`config.mk`:
```
export PLATFORM = sky130hd
export DESIGN_NAME = gtc_timer
export DESIGN_NICKNAME = d
export VERILOG_FILES = /design/src/rtl/gtc_timer.v
export VERILOG_INCLUDE_DIRS = /design/src /design/src/rtl
export SDC_FILE = /design/constraint.sdc
export NUM_CORES = 1
export LEC_CHECK = 0
export BUFFER_PORTS_ARGS = -buffer_cell sky130_fd_sc_hd__buf_2
export CAP_MARGIN = 30
export CORE_ASPECT_RATIO = 0.5
export CORE_MARGIN = 3
export CORE_UTILIZATION = 50
export CTS_BUF_LIST = sky130_fd_sc_hd__clkbuf_8
export CTS_CLUSTER_SIZE = 14
export DETAILED_ROUTE_END_ITERATION = 12
export PLACE_DENSITY = 0.69
export REMOVE_ABC_BUFFERS = 1
export SYNTH_ARGS = -nofsm -noshare
export SYNTH_HDL_FRONTEND = slang
export SYNTH_SLANG_ARGS = --single-unit
```
`constraint.sdc`:
```
create_clock -name core_clk -period 6.6 [get_ports core_clk]
set_input_delay 0.99 -clock core_clk [delete_from_list [all_inputs] [get_ports core_clk]]
set_output_delay 0.99 -clock core_clk [all_outputs]
set_load 0.01 [all_outputs]
```
`src/rtl/gtc_timer_regs.vh`:
```
// Register offsets, field positions, reset values and clock source codes of the gated timer.
`ifndef GTC_TIMER_REGS_VH
`define GTC_TIMER_REGS_VH

`define GTC_ADDR_W            4
`define GTC_OFF_LOW           4'h0
`define GTC_OFF_HIGH          4'h1
`define GTC_OFF_CTRL          4'h2
`define GTC_OFF_GATE          4'h3
`define GTC_OFF_CLKSEL        4'h4
`define GTC_OFF_STATUS        4'h5

`define GTC_CTRL_ON           0
`define GTC_CTRL_WIDE         1
`define GTC_CTRL_BYPASS       2
`define GTC_CTRL_PS_LO        4
`define GTC_CTRL_PS_HI        5
`define GTC_GATE_EN           7
`define GTC_GATE_POL          6
`define GTC_STAT_OVF          0

`define GTC_CTRL_RESET        8'h00
`define GTC_GATE_RESET        8'h00
`define GTC_CLKSEL_RESET      5'h00
`define GTC_COUNT_RESET       16'h0000
`define GTC_COUNT_ALLONES     16'hFFFF

`define GTC_CS_INSTR          5'h01
`define GTC_CS_SYSCLK         5'h02
`define GTC_CS_EXT            5'h00

`define GTC_INSTR_DIV         2'h3
`define GTC_FULL_STEP         16'h0004

`endif

```
`src/rtl/gtc_timer.v`:
```
// Gated sixteen bit timer/counter with prescaler, wide access buffer and Avalon-MM slave.
//
// Operation
// - Sixteen bit counter, byte writes update live count.
// - Off unless on; gate used when gate_enable.
// - Five bit field selects the clock source.
// - Instruction clock counts one, system clock four.
// - Counter mode needs falling edge before first increment.
// - External source counts rising edges, sync or not.
// - Prescaler divides by 1,2,4,8, hidden from software.
// - Low byte write clears prescaler; wide high not.
// - Bypass counts unsynchronised (the pin is still registered twice here), overflow can wake processor.
// - Mode switch may lose or gain one (no slip here, as both paths share the same registers).
// - Byte reads stay valid with asynchronous clock.
// - Wide mode high byte goes through buffer.
// - Low byte read snapshots high into buffer.
// - Wide write loads buffer and low together.
// - Without wide mode bytes read independently.
// - Gate mode counts only while gate active.
// - Gate active when gate equals polarity.
// - Any wrap past all ones sets overflow flag, e.g. FFFC to 0000 with step four.
`timescale 1ns/1ps
`include "gtc_timer_regs.vh"

module gtc_timer (
  // Clock, enable and reset
  input  wire                   core_clk,
  input  wire                   clkEn,
  input  wire                   rst_n,
  // Avalon-MM slave
  input  wire [`GTC_ADDR_W-1:0] avsAddress,
  input  wire                   avsRead,
  input  wire                   avsWrite,
  input  wire [7:0]             avsWriteData,
  output reg  [7:0]             avsReadData,
  output reg                    avsWaitRequest,
  // Pins
  input  wire                   external_clock_pin,
  input  wire                   gate_signal,
  // Events
  output reg                    overflowIrq,
  output reg                    wakeRequest
);

  // Software registers and internal state.
  reg  [7:0]  ctrl_reg;
  reg  [7:0]  gate_reg;
  reg  [4:0]  clkSel_reg;
  reg  [15:0] count_reg;
  reg  [15:0] count_next;
  reg  [7:0]  highBuf_reg;
  reg  [2:0]  prescale_reg;
  reg  [2:0]  prescale_next;
  reg  [1:0]  instrDiv_reg;
  reg         overflow_reg;
  reg         armed_reg;
  reg         armed_next;
  reg         accessDone_reg;
  // Synchronisers.
  reg         extMeta_reg;
  reg         extSync_reg;
  reg         extPrev_reg;
  reg         gateMeta_reg;
  reg         gateSync_reg;
  reg         onPrev_reg;

  wire       counterOn    = ctrl_reg[`GTC_CTRL_ON];
  wire       wideMode     = ctrl_reg[`GTC_CTRL_WIDE];
  wire       bypassSync   = ctrl_reg[`GTC_CTRL_BYPASS];
  wire [1:0] prescaleSel  = ctrl_reg[`GTC_CTRL_PS_HI:`GTC_CTRL_PS_LO];
  wire       gateEnable   = gate_reg[`GTC_GATE_EN];
  wire       gatePolarity = gate_reg[`GTC_GATE_POL];

  wire busReq    = (avsRead | avsWrite) & avsWaitRequest;
  wire wrLow     = busReq & avsWrite & (avsAddress == `GTC_OFF_LOW);
  wire wrHigh    = busReq & avsWrite & (avsAddress == `GTC_OFF_HIGH);
  wire rdLow     = busReq & avsRead & (avsAddress == `GTC_OFF_LOW);

  // Prescale terminal count: true when the divided tick has arrived.
  function prescaleDone;
    input [2:0] cnt;
    input [1:0] sel;
    begin
      case (sel)
        2'h0:    prescaleDone = 1'b1;
        2'h1:    prescaleDone = (cnt[0] == 1'b1);
        2'h2:    prescaleDone = (cnt[1:0] == 2'h3);
        default: prescaleDone = (cnt == 3'h7);
      endcase
    end
  endfunction

  always @(posedge core_clk or negedge rst_n) begin
    if (!rst_n) begin
      extMeta_reg  <= 1'b0;
      extSync_reg  <= 1'b0;
      gateMeta_reg <= 1'b0;
      gateSync_reg <= 1'b0;
    end else if (clkEn) begin
      extMeta_reg  <= external_clock_pin;
      extSync_reg  <= extMeta_reg;
      gateMeta_reg <= gate_signal;
      gateSync_reg <= gateMeta_reg;
    end
  end

  // The bypass path has no separate clock domain here, so the pin is still
  // registered twice; both paths share the same edge register.
  // mode switch slip
  // With no extra stage in either path, a mode change causes no one-count slip here.
  wire extLevel = extSync_reg;
  wire extRise  = extLevel & ~extPrev_reg;
  wire extFall  = ~extLevel & extPrev_reg;
  wire gateActive = (gateSync_reg == gatePolarity);
  wire countEnable = counterOn & (~gateEnable | gateActive);

  reg        srcTick;
  reg [15:0] step;
  always @* begin
    srcTick = 1'b0;
    step    = 16'h0001;
    case (clkSel_reg)
      `GTC_CS_INSTR: srcTick = (instrDiv_reg == `GTC_INSTR_DIV);
      `GTC_CS_SYSCLK: begin
        srcTick = (instrDiv_reg == `GTC_INSTR_DIV);
        step    = `GTC_FULL_STEP;
      end
      `GTC_CS_EXT: srcTick = extRise & armed_reg;
      default: srcTick = 1'b0;
    endcase
  end

  wire tick = srcTick & countEnable;

  always @* begin
    prescale_next = prescale_reg;
    count_next    = count_reg;
    armed_next    = armed_reg;
    if (extFall) begin
      armed_next = 1'b1;
    end
    if (!counterOn || (counterOn && !onPrev_reg && extLevel)) begin
      armed_next = 1'b0;
    end
    if (tick) begin
      if (prescaleDone(prescale_reg, prescaleSel)) begin
        prescale_next = 3'h0;
        count_next    = count_reg + step;
      end else begin
        prescale_next = prescale_reg + 3'h1;
      end
    end
    if (wrLow) begin
      prescale_next = 3'h0;
      armed_next    = 1'b0;
      if (wideMode) begin
        count_next = {highBuf_reg, avsWriteData};
      end else begin
        count_next = {count_reg[15:8], avsWriteData};
      end
    end else if (wrHigh && !wideMode) begin
      prescale_next = 3'h0;
      armed_next    = 1'b0;
      count_next    = {avsWriteData, count_reg[7:0]};
    end
  end

  wire rollover = tick & prescaleDone(prescale_reg, prescaleSel) & ~wrLow
                  & ~(wrHigh & ~wideMode) & (count_next < count_reg);

  always @(posedge core_clk or negedge rst_n) begin
    if (!rst_n) begin
      count_reg    <= `GTC_COUNT_RESET;
      prescale_reg <= 3'h0;
      instrDiv_reg <= 2'h0;
      armed_reg    <= 1'b0;
      extPrev_reg  <= 1'b0;
      onPrev_reg   <= 1'b0;
    end else if (clkEn) begin
      count_reg    <= count_next;
      prescale_reg <= prescale_next;
      instrDiv_reg <= instrDiv_reg + 2'h1;
      armed_reg    <= armed_next;
      extPrev_reg  <= extLevel;
      onPrev_reg   <= counterOn;
    end
  end

  // Bus slave: one wait cycle, then the access completes.
  always @(posedge core_clk or negedge rst_n) begin
    if (!rst_n) begin
      avsWaitRequest <= 1'b1;
      accessDone_reg <= 1'b0;
      avsReadData    <= 8'h00;
      ctrl_reg       <= `GTC_CTRL_RESET;
      gate_reg       <= `GTC_GATE_RESET;
      clkSel_reg     <= `GTC_CLKSEL_RESET;
      highBuf_reg    <= 8'h00;
      overflow_reg   <= 1'b0;
      overflowIrq    <= 1'b0;
      wakeRequest    <= 1'b0;
    end else if (clkEn) begin
      avsWaitRequest <= ~busReq;
      if (busReq && avsWrite) begin
        case (avsAddress)
          `GTC_OFF_CTRL:   ctrl_reg   <= avsWriteData;
          `GTC_OFF_GATE:   gate_reg   <= {avsWriteData[7:6], 6'h00};
          `GTC_OFF_CLKSEL: clkSel_reg <= avsWriteData[4:0];
          `GTC_OFF_HIGH:   if (wideMode) highBuf_reg <= avsWriteData;
          default: ;
        endcase
      end
      if (rdLow && wideMode) begin
        highBuf_reg <= count_reg[15:8];
      end
      if (busReq && avsRead) begin
        case (avsAddress)
          `GTC_OFF_LOW:    avsReadData <= count_reg[7:0];
          `GTC_OFF_HIGH:   avsReadData <= wideMode ? highBuf_reg : count_reg[15:8];
          `GTC_OFF_CTRL:   avsReadData <= ctrl_reg;
          `GTC_OFF_GATE:   avsReadData <= gate_reg;
          `GTC_OFF_CLKSEL: avsReadData <= {3'h0, clkSel_reg};
          `GTC_OFF_STATUS: avsReadData <= {7'h00, overflow_reg};
          default:         avsReadData <= 8'h00;
        endcase
      end
      if (rollover) begin
        overflow_reg <= 1'b1;
      end else if (busReq && avsWrite && avsAddress == `GTC_OFF_STATUS
                   && avsWriteData[`GTC_STAT_OVF]) begin
        overflow_reg <= 1'b0;
      end
      // The output follows the flag's next value, so a clear drops it at once.
      overflowIrq <= rollover | (overflow_reg & ~(busReq && avsWrite
                     && avsAddress == `GTC_OFF_STATUS && avsWriteData[`GTC_STAT_OVF]));
      wakeRequest <= rollover & bypassSync & (clkSel_reg == `GTC_CS_EXT);
    end
  end

endmodule

```
== After elaboration in Yosys (flattened, before gate mapping) ==
Cells that the tools add are included.
Word-level totals
  input bits: 19
  bits in registers: 63
  output and inout port bits: 11
Cells by class
  add/sub/neg operators: 3
  eq/ne operators: 13
  multiplexer cells: 25
  reduce and logical (&&, ||, !) cells: 30
  bitwise gates (word level): 30
  $lt $le $gt $ge: 1
Operator list (count)
  16-bit two-way mux: 5
  8-bit case mux with 6 select lines: 1
  8-bit two-way mux: 5
  1-bit AND: 19
  16-bit adder: 1
  16-bit < comparator: 1
  3-bit two-way mux: 5
  3-bit AND reduction: 3
  4-bit by 2-bit == test with 1-bit output, second input constant: 2
  4-bit by 3-bit == test with 1-bit output, second input constant: 2
  1-bit logical AND: 8
  1-bit NOT: 8
  2-bit AND reduction: 4
  2-bit nonzero test: 4
  1-bit two-way mux: 7
  2-bit == test, second input constant: 3
  5-bit by 1-bit == test with 1-bit output, second input constant: 1
  5-bit by 2-bit == test with 1-bit output, second input constant: 1
  5-bit zero test: 1
  4-bit by 1-bit == test with 1-bit output, second input constant: 1
  4-bit zero test: 1
  4-bit AND reduction: 1
  4-bit nonzero test: 1
  3-bit by 1-bit adder with 3-bit output, second input constant: 1
  other kinds (12): 16

== Depth between registers and ports, before layout ==
Gate-level depths: netlist of run 1.
  depth in word-level cells: 14
  gate-level depth with buffers: 17
  gate-level depth less buffers: 17

== Least setup slack after synthesis of run 1 ==
No wires, ideal clock.
  path kind: input to register
  from: input avsAddress[2]
  to: register wakeRequest
  cell stages on the path: 13
  path slack: 2881 ps
  arrival: 3653 ps
  library setup time: 66 ps
  path buffers: 1
  path through: nand4bb_1 -> clkbuf_1 -> nor3_1 -> nor3_1 -> nor3_1 -> nor3_1 -> ha_1 -> nor2b_1 -> o211a_1 -> a2111oi_0 -> a2111oi_0 -> nor3_2 -> a41o_1
Between the ends
  longest elaborated chain between the ends: 9
  elaborated cells on any way between the ends: 16
  those cells by class: order compare (1); eq/ne (1); mux (2); bitwise (10); reduce/logical (2)
Ends and longest elaborated chain
  from (decl): line gtc_timer.v:31  | input wire [`GTC_ADDR_W-1:0] avsAddress,
  4-bit by 1-bit == test with 1-bit output
  1-bit AND: line gtc_timer.v:76  | wire wrHigh = busReq & avsWrite & (avsAddress == `GTC_OFF_HIGH);
  1-bit logical AND: line gtc_timer.v:161  | end else if (wrHigh && !wideMode) begin
  16-bit two-way mux: line gtc_timer.v:161
  16-bit two-way mux *: line gtc_timer.v:153  | if (wrLow) begin
  via count_next[1]: line gtc_timer.v:50  | reg [15:0] count_next;
  16-bit < comparator *: line gtc_timer.v:169  | & ~(wrHigh & ~wideMode) & (count_next < count_reg);
  1-bit AND *: line gtc_timer.v:169
  1-bit AND * (2 in a row): line gtc_timer.v:236  | wakeRequest <= rollover & bypassSync & (clkSel_reg == `GTC_CS_EXT);
  to (signal assigned): line gtc_timer.v:236
  to (decl): line gtc_timer.v:42  | output reg wakeRequest
Mark *: on every way through the listed nets, which the timed path passes. The rest lies on a longest branch.
A chain may end at the register's enable or synchronous reset.

== Worst setup path in the final report of run 1 ==
  from: register clkSel_reg[3]
  to: register wakeRequest
Between the ends
  longest elaborated chain between the ends: 11
  elaborated cells on any way between the ends: 19
  those cells by class: add/sub (1); order compare (1); eq/ne (2); mux (6); bitwise (7); reduce/logical (2)
Ends and longest elaborated chain
  from (decl): line gtc_timer.v:48  | reg [4:0] clkSel_reg;
  from (signal assigned): line gtc_timer.v:197  | clkSel_reg <= `GTC_CLKSEL_RESET;
  from (signal assigned): line gtc_timer.v:208  | `GTC_OFF_CLKSEL: clkSel_reg <= avsWriteData[4:0];
  5-bit by 2-bit == test with 1-bit output or 5-bit by 1-bit == test with 1-bit output (tied branches): line gtc_timer.v:122  | case (clkSel_reg)
  3-bit two-way mux or 2-bit OR reduction (tied branches)
  16-bit adder or 1-bit case mux with 2 select lines (tied branches): line gtc_timer.v:148, gtc_timer.v:122
  16-bit two-way mux or 1-bit AND (tied branches): line gtc_timer.v:146, gtc_timer.v:133
  16-bit two-way mux *: line gtc_timer.v:145  | if (tick) begin
  16-bit two-way mux *: line gtc_timer.v:161
  16-bit two-way mux *: line gtc_timer.v:153
  via count_next[15]: line gtc_timer.v:50
  16-bit < comparator *: line gtc_timer.v:169
  1-bit AND *: line gtc_timer.v:169
  1-bit AND * (2 in a row): line gtc_timer.v:236
Marks and branches as above.

==> run_results.csv, run 1 <==
group,metric,value,unit
finish,largest_reg_flops,16,
worst_setup_path,reg2reg_slack,2.14,ns
yosys,synth_flop_cell,"dfrtp_1",
pwr,power_per_cell_area,274,nW/um^2
placed_design,dp_cells,590,
floorplanning,ioPinCount,30,
finish,drive_gt1_share,19.4,%
finish,final_cells,606,
worst_hold_path,min_path_type,"flip-flop to flip-flop",
timing,grt_setup_unrepaired,"no",
worst_setup_path,crit_path_end_kind,"flip-flop",
floorplanning,rows,23,
clock_tree,post_cts_buffers,0,
yosys,async_flop_share,100,%
worst_setup_path,path_max_fanout,8,
placed_design,portBuffers,29,
global_routing,grt_usage,25.5,%
timing,layout_setup_ws,2.14,ns
global_routing,grt_overflow,0,
worst_setup_path,cp.required,6.85,ns
yosys,syn-instance-count,465,
yosys,synth-seq-cells,63,
worst_setup_path,max_stage_delay,0.60,ns
finish,final_nets,530,
clock_tree,clk_path_buf_depth,2,
route,wl,11500,um
route,via_per_inst,6.13,
yosys,yosysTopAreaCellShare,35.9,%
clock_tree,cts_tree,"built",
worst_setup_path,cpMaxStageDelayCell,"a2111oi_0",
yosys,yosysWarnings,0,
route,drc,0,
floorplanning,die-width,137,um
floorplanning,start_util,52.7,%
yosys,seq_area_frac_synth,36.5,%
flow_run,cap_violations,0,
placed_design,gp_congestion,0.887,
clock_tree,cts_made_buffers,9,
timing,max_freq,224,MHz
global_routing,grt_max_degree,64,
yosys,syn-cell-area,4320,sq um
finish,diodes,0,
yosys,synth_enable_flop_cells,0,
worst_setup_path,critical_path.cell_chain,"nor4_1 > nand2_1 > inv_1 > ha_1 > a31oi_1 > a211oi_2 > o211ai_4 > or4b_4 > xnor2_1 > o22ai_1 > ha_1 > nand4_1 > a2111oi_0 > nor3_2 > a41o_1",
timing,worstMarginPinSlew,1.02,ns
timing,finalHoldViolations,0,
worst_setup_path,cpMostUsedCell,"ha_1",
timing,relSlewSlack,31.4,%
timing,setup_viol,0,
pwr,p_leak,2.07,nW
clock_tree,cts-root-buf,"clkbuf_8",
clock_tree,insertion_delay,0.35,ns
global_routing,grt_pass1_vias,3536,
timing,final-max-slew-violation-count,0,
worst_setup_path,crit_arrival,4.70,ns
floorplanning,core,8200,sq um
route,ant_nets,0,
yosys,avgSynthCellArea,9.30,sq um
finish,areaGrowthSynthToFinish,11.3,%
global_routing,antenna_found_initial,0,
run_status,status,"completed",
yosys,synth_area_leaders,"dfrtp_1 (36%), ha_1 (6.1%), mux2_2 (6.0%)",
placed_design,dp_hpwl,8290,um
timing,finalCriticalPeriod,4.46,ns
route,drt_first_pass_iters,5,
floorplanning,die_h,71.8,um
clock_tree,htree_levels,3,
worst_setup_path,start_kind,"flip-flop",
yosys,yosys.area.top_type,"dfrtp_1",
yosys,ys_types,69,
clock_tree,cts_resized,0,
pwr,vdd_drop_max,0.133,mV
global_routing,grt_first_pass_wirelength,19100,um
route,drt-wirelength-per-cell,19.0,um
clock_tree,clk_pin_slew,0.07,ns
clock_tree,cts_hold_buf,0,
timing,tns,0,ns
clock_tree,clkSinkCount,63,
placed_design,preCtsSetupSlack,1.82,ns
route,dr.first_iter.drc_count,327,
timing,period_share,67.5,%
worst_setup_path,path_class,"flip-flop to flip-flop",
route,num_vias,3713,
timing,skew,0.00787,ns
floorplanning,die-area,9870,sq um
[cell type report]
type | instances | area, sq um
multi-input cells | 360 | 2590
inverters | 20 | 75.1
flip-flops and latches | 63 | 1580
clock inverters | 6 | 110
clock buffers | 9 | 124
repair buffers | 36 | 193
fillers | 722 | 3390
well taps | 112 | 140
[worst paths after layout]
check,cells past startpoint,endpoint,from
worst max-delay path,15,wakeRequest$_DFFE_PN0P_,clkSel_reg[3]$_DFFE_PN0P_
worst min-delay path,1,instrDiv_reg[0]$_DFFE_PN0P_,instrDiv_reg[0]$_DFFE_PN0P_
worst max register to register,15,wakeRequest$_DFFE_PN0P_,clkSel_reg[3]$_DFFE_PN0P_
worst min register to register,1,instrDiv_reg[0]$_DFFE_PN0P_,instrDiv_reg[0]$_DFFE_PN0P_
max in group asynchronous,2,prescale_reg[2]$_DFFE_PN0P_,rst_n
min in group asynchronous,2,count_reg[15]$_DFFE_PN0P_,rst_n
[cell usage after synthesis, drive strengths merged, types with 6 or more instances]
cell,number
xnor2,11
mux2i,18
clkbuf,20
a21oi,30
dfrtp,62
nand3,8
ha,21
nand2,29
a211oi,7
inv,20
nand4,7
a22oi,9
nor3,15
o21ai,31
a2bb2oi,7
mux2,23
o21a,6
o22ai,11
nor2b,6
nor2,40
[kinds of logic (layout without fill, tap and decap cells)]
logic type	count (synthesis)	count (layout)	synth area share [%]
buf+inv	42	71	3.68
mux	42	42	10.7
xor+xnor	15	15	3.04
compound gates	145	145	23.2
simple gates	137	137	16.8
fa+ha+maj	21	21	6.08
flops	63	63	36.5
[worst max-delay path: cells and delay by family, from the launching register on]
kind                       cells  cell delay (ns)
AOI/OAI and AO/OA              6             1.87
DFF                            1             0.43
buffers and inverters          1             0.08
and+or+nand+nor                5             1.30
xor gates and xnor gates       1             0.15
adders and majority gates      2             0.50
[per-stage QoR]
step / total power [mW] / hold WS [ns] / util (%) / instance area, sq um
2_1_floorplan: 0.775 / 0.448 / - / 4240
3_3_place_gp: 0.901 / 0.459 / 55.7 / 4570
3_5_place_dp: 0.906 / 0.467 / 55.8 / 4570
4_1_cts: 1.32 / 0.481 / 58.6 / 4810
5_1_grt: 1.39 / 0.503 / 58.7 / 4810
6_report: 1.32 / 0.479 / 58.7 / 4810
[per-layer routing]
layer	GRT usage [%]	up-vias	share of wire, %
li1	-	1791	-
met1	38.6	1798	49
met2	37.2	116	43
met3	6.45	8	7.4
met4	4.31	0	0.74
met5	0	-	0
[layout by cell type (no fill, tap or decap), types with 5 or more instances in the layout]
cell type  count
dfrtp_1       62
nor2_1        40
a21oi_1       30
buf_2         30
nand2_1       29
o21ai_0       29
mux2_2        23
ha_1          21
inv_1         20
mux2i_1       18
nor3_1        14
xnor2_1       11
o22ai_1       11
a22oi_1        9
clkbuf_8       9
nand3_1        8
nand4_1        7
a2bb2oi_1      7
o21a_1         6
a211oi_1       6
nor2b_1        6
a22o_1         5
a31o_2         5
buf_4          5
[where the power goes]
part,internal [mW],total [mW],switching [mW],leakage (nW)
registers,0.448,0.532,0.0838,0.796
clock network,0.248,0.410,0.162,0.111
logic,0.173,0.378,0.205,1.16
No activity file was read; power rests on OpenSTA's default activity.
==> run 2: changes to the inputs <==
clock period = 4.2 ns   (was 6.6 ns; I/O delays follow)
==> run 2 against run 1 <==
  * Sequential power rose by 54%
  * Worst hold slack lost 0.067 ns
  * Non-clock buffer count is 11 higher
  * Power increased by 50%
  * Die area stayed put
  * Utilization rose by 0.82 points
  * Worst setup slack got worse by 1.8 ns
  * Sequential share of layout area fell by 0.45 points
  * Cell area is 1.4% higher
  * Global-route usage grew 0.77 points
  * Largest power group unchanged
==> run_results.csv, run 2 (synthesis results as in run 1) <==
group,metric,value,unit
clock_tree,cts_tree,"built",
pwr,vdd_drop_max,0.286,mV
clock_tree,clk_path_buf_depth,2,
global_routing,grt_usage,26.2,%
placed_design,portBuffers,29,
route,wl,12100,um
timing,tns,0,ns
clock_tree,clk_pin_slew,0.07,ns
global_routing,grt_first_pass_wirelength,19700,um
finish,diodes,0,
finish,final_cell_mix,"dfrtp_1 (62), nor2_1 (40), a21oi_1 (30)",
floorplanning,die_h,71.8,um
worst_setup_path,path_max_fanout,8,
timing,grt_setup_unrepaired,"no",
timing,finalCriticalPeriod,3.89,ns
clock_tree,cts-root-buf,"clkbuf_8",
route,num_vias,3876,
finish,final_nets,541,
route,via_per_inst,6.27,
route,dr.first_iter.drc_count,393,
worst_setup_path,path_class,"flip-flop to flip-flop",
worst_setup_path,cp.required,4.45,ns
floorplanning,rows,23,
finish,areaGrowthSynthToFinish,12.9,%
global_routing,grt_max_degree,44,
finish,drive_gt1_share,21.3,%
worst_hold_path,min_path_type,"input port to asynchronous set/reset pin",
global_routing,antenna_found_initial,0,
clock_tree,htree_levels,3,
timing,final-max-slew-violation-count,0,
worst_setup_path,crit_arrival,4.13,ns
timing,skew,0.00805,ns
timing,period_share,92.6,%
finish,largest_reg_flops,16,
clock_tree,insertion_delay,0.35,ns
route,drc,0,
timing,setup_viol,0,
placed_design,gp_congestion,0.964,
route,ant_nets,0,
floorplanning,die-width,137,um
route,drt-wirelength-per-cell,19.6,um
route,drt_first_pass_iters,5,
placed_design,dp_hpwl,8960,um
timing,max_freq,257,MHz
flow_run,cap_violations,0,
global_routing,grt_pass1_vias,3605,
floorplanning,ioPinCount,30,
clock_tree,clkSinkCount,63,
timing,finalHoldViolations,0,
worst_setup_path,reg2reg_depth,16,
floorplanning,core,8200,sq um
floorplanning,start_util,52.7,%
timing,worstMarginPinSlew,0.911,ns
worst_setup_path,start_kind,"flip-flop",
global_routing,grt_overflow,0,
timing,relSlewSlack,39.3,%
pwr,power_per_cell_area,407,nW/um^2
worst_setup_path,crit_path_end_kind,"flip-flop",
pwr,p_leak,2.11,nW
run_status,status,"completed",
timing,whs,0.411,ns
finish,final_common_cell,"dfrtp_1",
clock_tree,cts_made_buffers,9,
floorplanning,die-area,9870,sq um
-- run 2: report_power, final --
group	switching, mW	leakage (nW)	internal (mW)
clock network	0.258	0.0992	0.274
registers	0.114	0.796	0.705
logic	0.350	1.22	0.283
total	0.722	2.11	1.26
-- run 2: path summary, 6_finish.rpt --
check | start | to | slack [ns]
min in group core_clk | instrDiv_reg[0]$_DFFE_PN0P_ | instrDiv_reg[0]$_DFFE_PN0P_ | 0.48
max in group asynchronous | rst_n | extMeta_reg$_DFFE_PN0P_ | 2.91
max | clkSel_reg[3]$_DFFE_PN0P_ | wakeRequest$_DFFE_PN0P_ | 0.31
max reg2reg | clkSel_reg[3]$_DFFE_PN0P_ | wakeRequest$_DFFE_PN0P_ | 0.31
min | rst_n | count_reg[12]$_DFFE_PN0P_ | 0.41
min reg2reg | instrDiv_reg[0]$_DFFE_PN0P_ | instrDiv_reg[0]$_DFFE_PN0P_ | 0.48
-- run 2: area by class of cell --
type	count	area (sq um)
Fill cell	717	3320
Multi-Input combinational cell	360	2610
Sequential cell	63	1580
Timing Repair Buffer	47	280
Tap cell	112	140
Clock buffer	9	124
Inverter	20	75.1
Clock inverter	7	73.8
-- run 2: layer usage --
| metal | vias up | GRT usage [%] | share of wire (%) |
|---|---|---|---|
| met5 | - | 0 | 0 |
| met4 | 0 | 6.42 | 1.4 |
| met3 | 19 | 8.35 | 8.1 |
| met2 | 150 | 35.7 | 42 |
| met1 | 1889 | 40.1 | 48 |
| li1 | 1818 | - | - |
-- run 2: worst max-delay path, stage by stage, from the launching register on --
cell       delay (ns)
dfrtp_1          0.42
nor4_1           0.29
nand2_1          0.11
inv_1            0.07
ha_1             0.16
a31oi_1          0.10
a211oi_2         0.21
buf_4            0.17
o211ai_4         0.15
or4b_4           0.56
xnor2_1          0.16
o22ai_1          0.10
ha_1             0.32
nand4_1          0.15
a2111oi_1        0.45
nor3_2           0.12
a41o_1           0.25
-- run 2: timing repair --
item | CTS | global route
endpoints found under the setup margin | 0 | 3
hold endpoints to repair | 0 | 0
resized for setup | 0 | 3
buffers inserted | 0 | 1
hold buffers | 0 | 0
-- run 2: metrics by stage --
step | setup slack [ns] | util (%) | instance area [sq um] | power, mW | cells
2_1_floorplan | 0.501 | - | 4240 | 1.22 | 443
3_3_place_gp | 0.367 | 56.8 | 4660 | 1.43 | 601
3_5_place_dp | 0.252 | 56.8 | 4660 | 1.44 | 601
4_1_cts | 0.251 | 59.2 | 4860 | 1.98 | 617
5_1_grt | 0.0340 | 59.5 | 4880 | 2.12 | 618
6_report | 0.311 | 59.5 | 4880 | 1.98 | 618
==> run 3: changes to the inputs <==
ABC_AREA = 1   (was not set)
==> run 3 against run 2 <==
  * Clock power is 11% lower
  * Worst setup slack better by 0.35 ns
  * Cell count grew 8.1%
  * Non-clock buffer count shrank 12
  * Critical endpoint is now overflow_reg$_DFFE_PN0P_
==> run_results.csv, run 3 <==
group,metric,value,unit
timing,finalCriticalPeriod,3.54,ns
global_routing,grtUsageMet2,34.8,%
finish,final_cell_mix,"nand2_1 (130), inv_1 (64), dfrtp_1 (62), o21ai_0 (56), nor2_1 (41)",
global_routing,grt_first_pass_wirelength,17400,um
clock_tree,cts_tree,"built",
yosys,syn-cell-area,4060,sq um
worst_setup_path,cp.required,4.47,ns
clock_tree,cts-root-buf,"clkbuf_8",
worst_setup_path,path_class,"flip-flop to flip-flop",
route,ant_nets,0,
finish,final_nets,595,
yosys,ys_types,46,
yosys,synthTopCellsByCount,"nand2_1 (130), inv_1 (64), dfrtp_1 (62)",
yosys,yosysMostFrequentCell,"nand2_1",
yosys,async_flop_share,100,%
clock_tree,clkSinkCount,63,
floorplanning,die-width,133,um
clock_tree,cts_hold_buf,0,
finish,design_area,4460,sq um
route,drt_first_pass_iters,5,
global_routing,grt_util_met1,35.2,%
global_routing,grt_pass1_vias,3374,
pwr,power_per_cell_area,422,nW/um^2
worst_setup_path,path_max_fanout,3,
worst_setup_path,crit_arrival,3.82,ns
floorplanning,ioPinCount,30,
route,dr.first_iter.drc_count,272,
finish,fin_util,58.7,%
yosys,synth-seq-cells,63,
global_routing,grt_max_degree,45,
floorplanning,die_h,69.7,um
pwr,combPwrFrac,31.3,%
placed_design,portBuffers,29,
worst_hold_path,min_path_type,"input port to asynchronous set/reset pin",
route,drc,0,
timing,finalHoldViolations,0,
finish,largest_reg_flops,16,
floorplanning,core,7600,sq um
clock_tree,insertion_delay,0.35,ns
finish,areaGrowthSynthToFinish,9.99,%
timing,setup_viol,0,
timing,layout_setup_ws,0.657,ns
yosys,syn-instance-count,524,
finish,fill_cells,735,
pwr,seqPwrFrac,43.6,%
yosys,yosysWarnings,0,
pwr,internal-power,1.16,mW
worst_setup_path,reg2reg_slack,0.66,ns
pwr,switchingPower,723,uW
clock_tree,cts_made_buffers,9,
global_routing,grt_overflow,0,
yosys,yosysTopAreaCellShare,38.2,%
global_routing,busiest_layer,"met1",
placed_design,dp_hpwl,7600,um
timing,worstMarginPinSlew,0.913,ns
clock_tree,clk_path_buf_depth,2,
route,num_vias,3610,
pwr,p_leak,2.13,nW
yosys,seq_area_frac_synth,38.9,%
placed_design,dpl_cell_area,4260,sq um
pwr,swShare,38.4,%
flow_run,cap_violations,0,
finish,final_common_cell,"nand2_1",
timing,final-max-slew-violation-count,0,
timing,whs,0.222,ns
floorplanning,rows,22,
floorplanning,start_util,53.4,%
pwr,vdd_drop_max,0.172,mV
worst_setup_path,crit_path_end_kind,"flip-flop",
run_status,status,"completed",
clock_tree,clk_pin_slew,0.08,ns
timing,relSlewSlack,38.9,%
floorplanning,die-area,9300,sq um
pwr,clockPowerShare,25.1,%
route,wl,10400,um
clock_tree,post_cts_buffers,0,
placed_design,preCtsSetupSlack,0.686,ns
placed_design,dp_cells,651,
route,drt-wirelength-per-cell,15.5,um
pwr,total_power,1.88,mW
yosys,synth_enable_flop_cells,0,
yosys,yosys.area.top_type,"dfrtp_1",
worst_setup_path,worstSetupStartpoint,"clkSel_reg[1]$_DFFE_PN0P_",
finish,final_cells,668,
yosys,synth_area_leaders,"dfrtp_1 (38%), nand2_1 (12%), o21ai_0 (6.9%)",
yosys,avgSynthCellArea,7.74,sq um
timing,period_share,84.3,%
timing,max_freq,282,MHz
worst_setup_path,crit-reg2reg-launch,"clkSel_reg[1]$_DFFE_PN0P_",
finish,diodes,0,
timing,skew,0.00676,ns
route,via_per_inst,5.40,
timing,grt_setup_unrepaired,"no",
yosys,synth_flop_cell,"dfrtp_1",
global_routing,use_met3,6.01,%
clock_tree,htree_levels,3,
global_routing,antenna_found_initial,0,
worst_setup_path,start_kind,"flip-flop",
timing,tns,0,ns
global_routing,grt_usage,23.8,%
finish,drive_gt1_share,15.4,%
clock_tree,cts_resized,0,
placed_design,gp_congestion,0.902,
[run 3: cell count changes after synthesis, sizes merged, moves of 9 or more]
cell | previous run | this run
o21ai | 31 | 67
mux2i | 18 | 1
mux2 | 23 | 0
clkbuf | 20 | 10
xnor2 | 11 | 0
nor3 | 15 | 5
nand2 | 29 | 135
inv | 20 | 72
nand3 | 8 | 17
[run 3: metal layers]
metal,up-vias,part of all wire (%)
li1,1800,-
met1,1712,51
met4,0,0.78
met3,10,6.0
met2,88,43
met5,-,0
[run 3: final timing paths]
path / endpoint / depth (start not counted)
worst max-delay path: overflow_reg$_DFFE_PN0P_ / 22
worst min-delay path: avsReadData[7]$_DFFE_PN0P_ / 1
worst max register to register: overflow_reg$_DFFE_PN0P_ / 22
worst min register to register: extMeta_reg$_DFFE_PN0P_ / 2
max in group asynchronous: count_reg[8]$_DFFE_PN0P_ / 2
min in group core_clk: extMeta_reg$_DFFE_PN0P_ / 2
[run 3: layout make-up]
| type | instances | area, sq um | area share (%) |
|---|---|---|---|
| repair buffers | 35 | 210 | 4.71 |
| well taps | 108 | 135 | 3.03 |
| flip-flops and latches | 63 | 1580 | 35.4 |
| inverters | 73 | 274 | 6.14 |
| clock buffers | 9 | 124 | 2.78 |
| clock inverters | 7 | 50.0 | 1.12 |
| multi-input cells | 373 | 2090 | 46.9 |
[run 3: power by group through the flow]
stage                     Combinational [mW]  Clock, mW  Sequential (mW)
after floorplan                        0.400          0            0.825
after CTS                              0.584      0.483            0.821
after global routing                   0.681      0.511            0.838
final                                  0.589      0.474            0.822
after detailed placement               0.581          0            0.832
after global placement                 0.571          0            0.829
[run 3: kinds of logic (layout without fill, tap and decap cells)]
logic type	after synthesis	count (layout)	synth area share (%)
mux	1	1	0.247
compound gates	131	131	19.2
flops	63	63	38.9
buf+inv	88	124	9.56
simple gates	211	211	23.7
fa+ha+maj	21	21	6.48
xor+xnor	9	9	1.94
[run 3: worst max-delay path: stages (launching register included)]
cell and delay [ns]:
dfrtp_1 0.38, inv_1 0.09, nor2_1 0.06, nand3_2 0.09, inv_1 0.05, ha_1 0.30, nand2_1 0.05, o21ai_0 0.26
nand3_1 0.18, nor2_4 0.18, nand3_4 0.10, xor2_1 0.15, nand2_1 0.06, nand3_1 0.06, a21boi_1 0.21, ha_1 0.27
nand2_1 0.10, nor2_1 0.05, a211oi_1 0.19, o221ai_1 0.14, nor4_1 0.18, nand2_1 0.17, a21oi_1 0.16
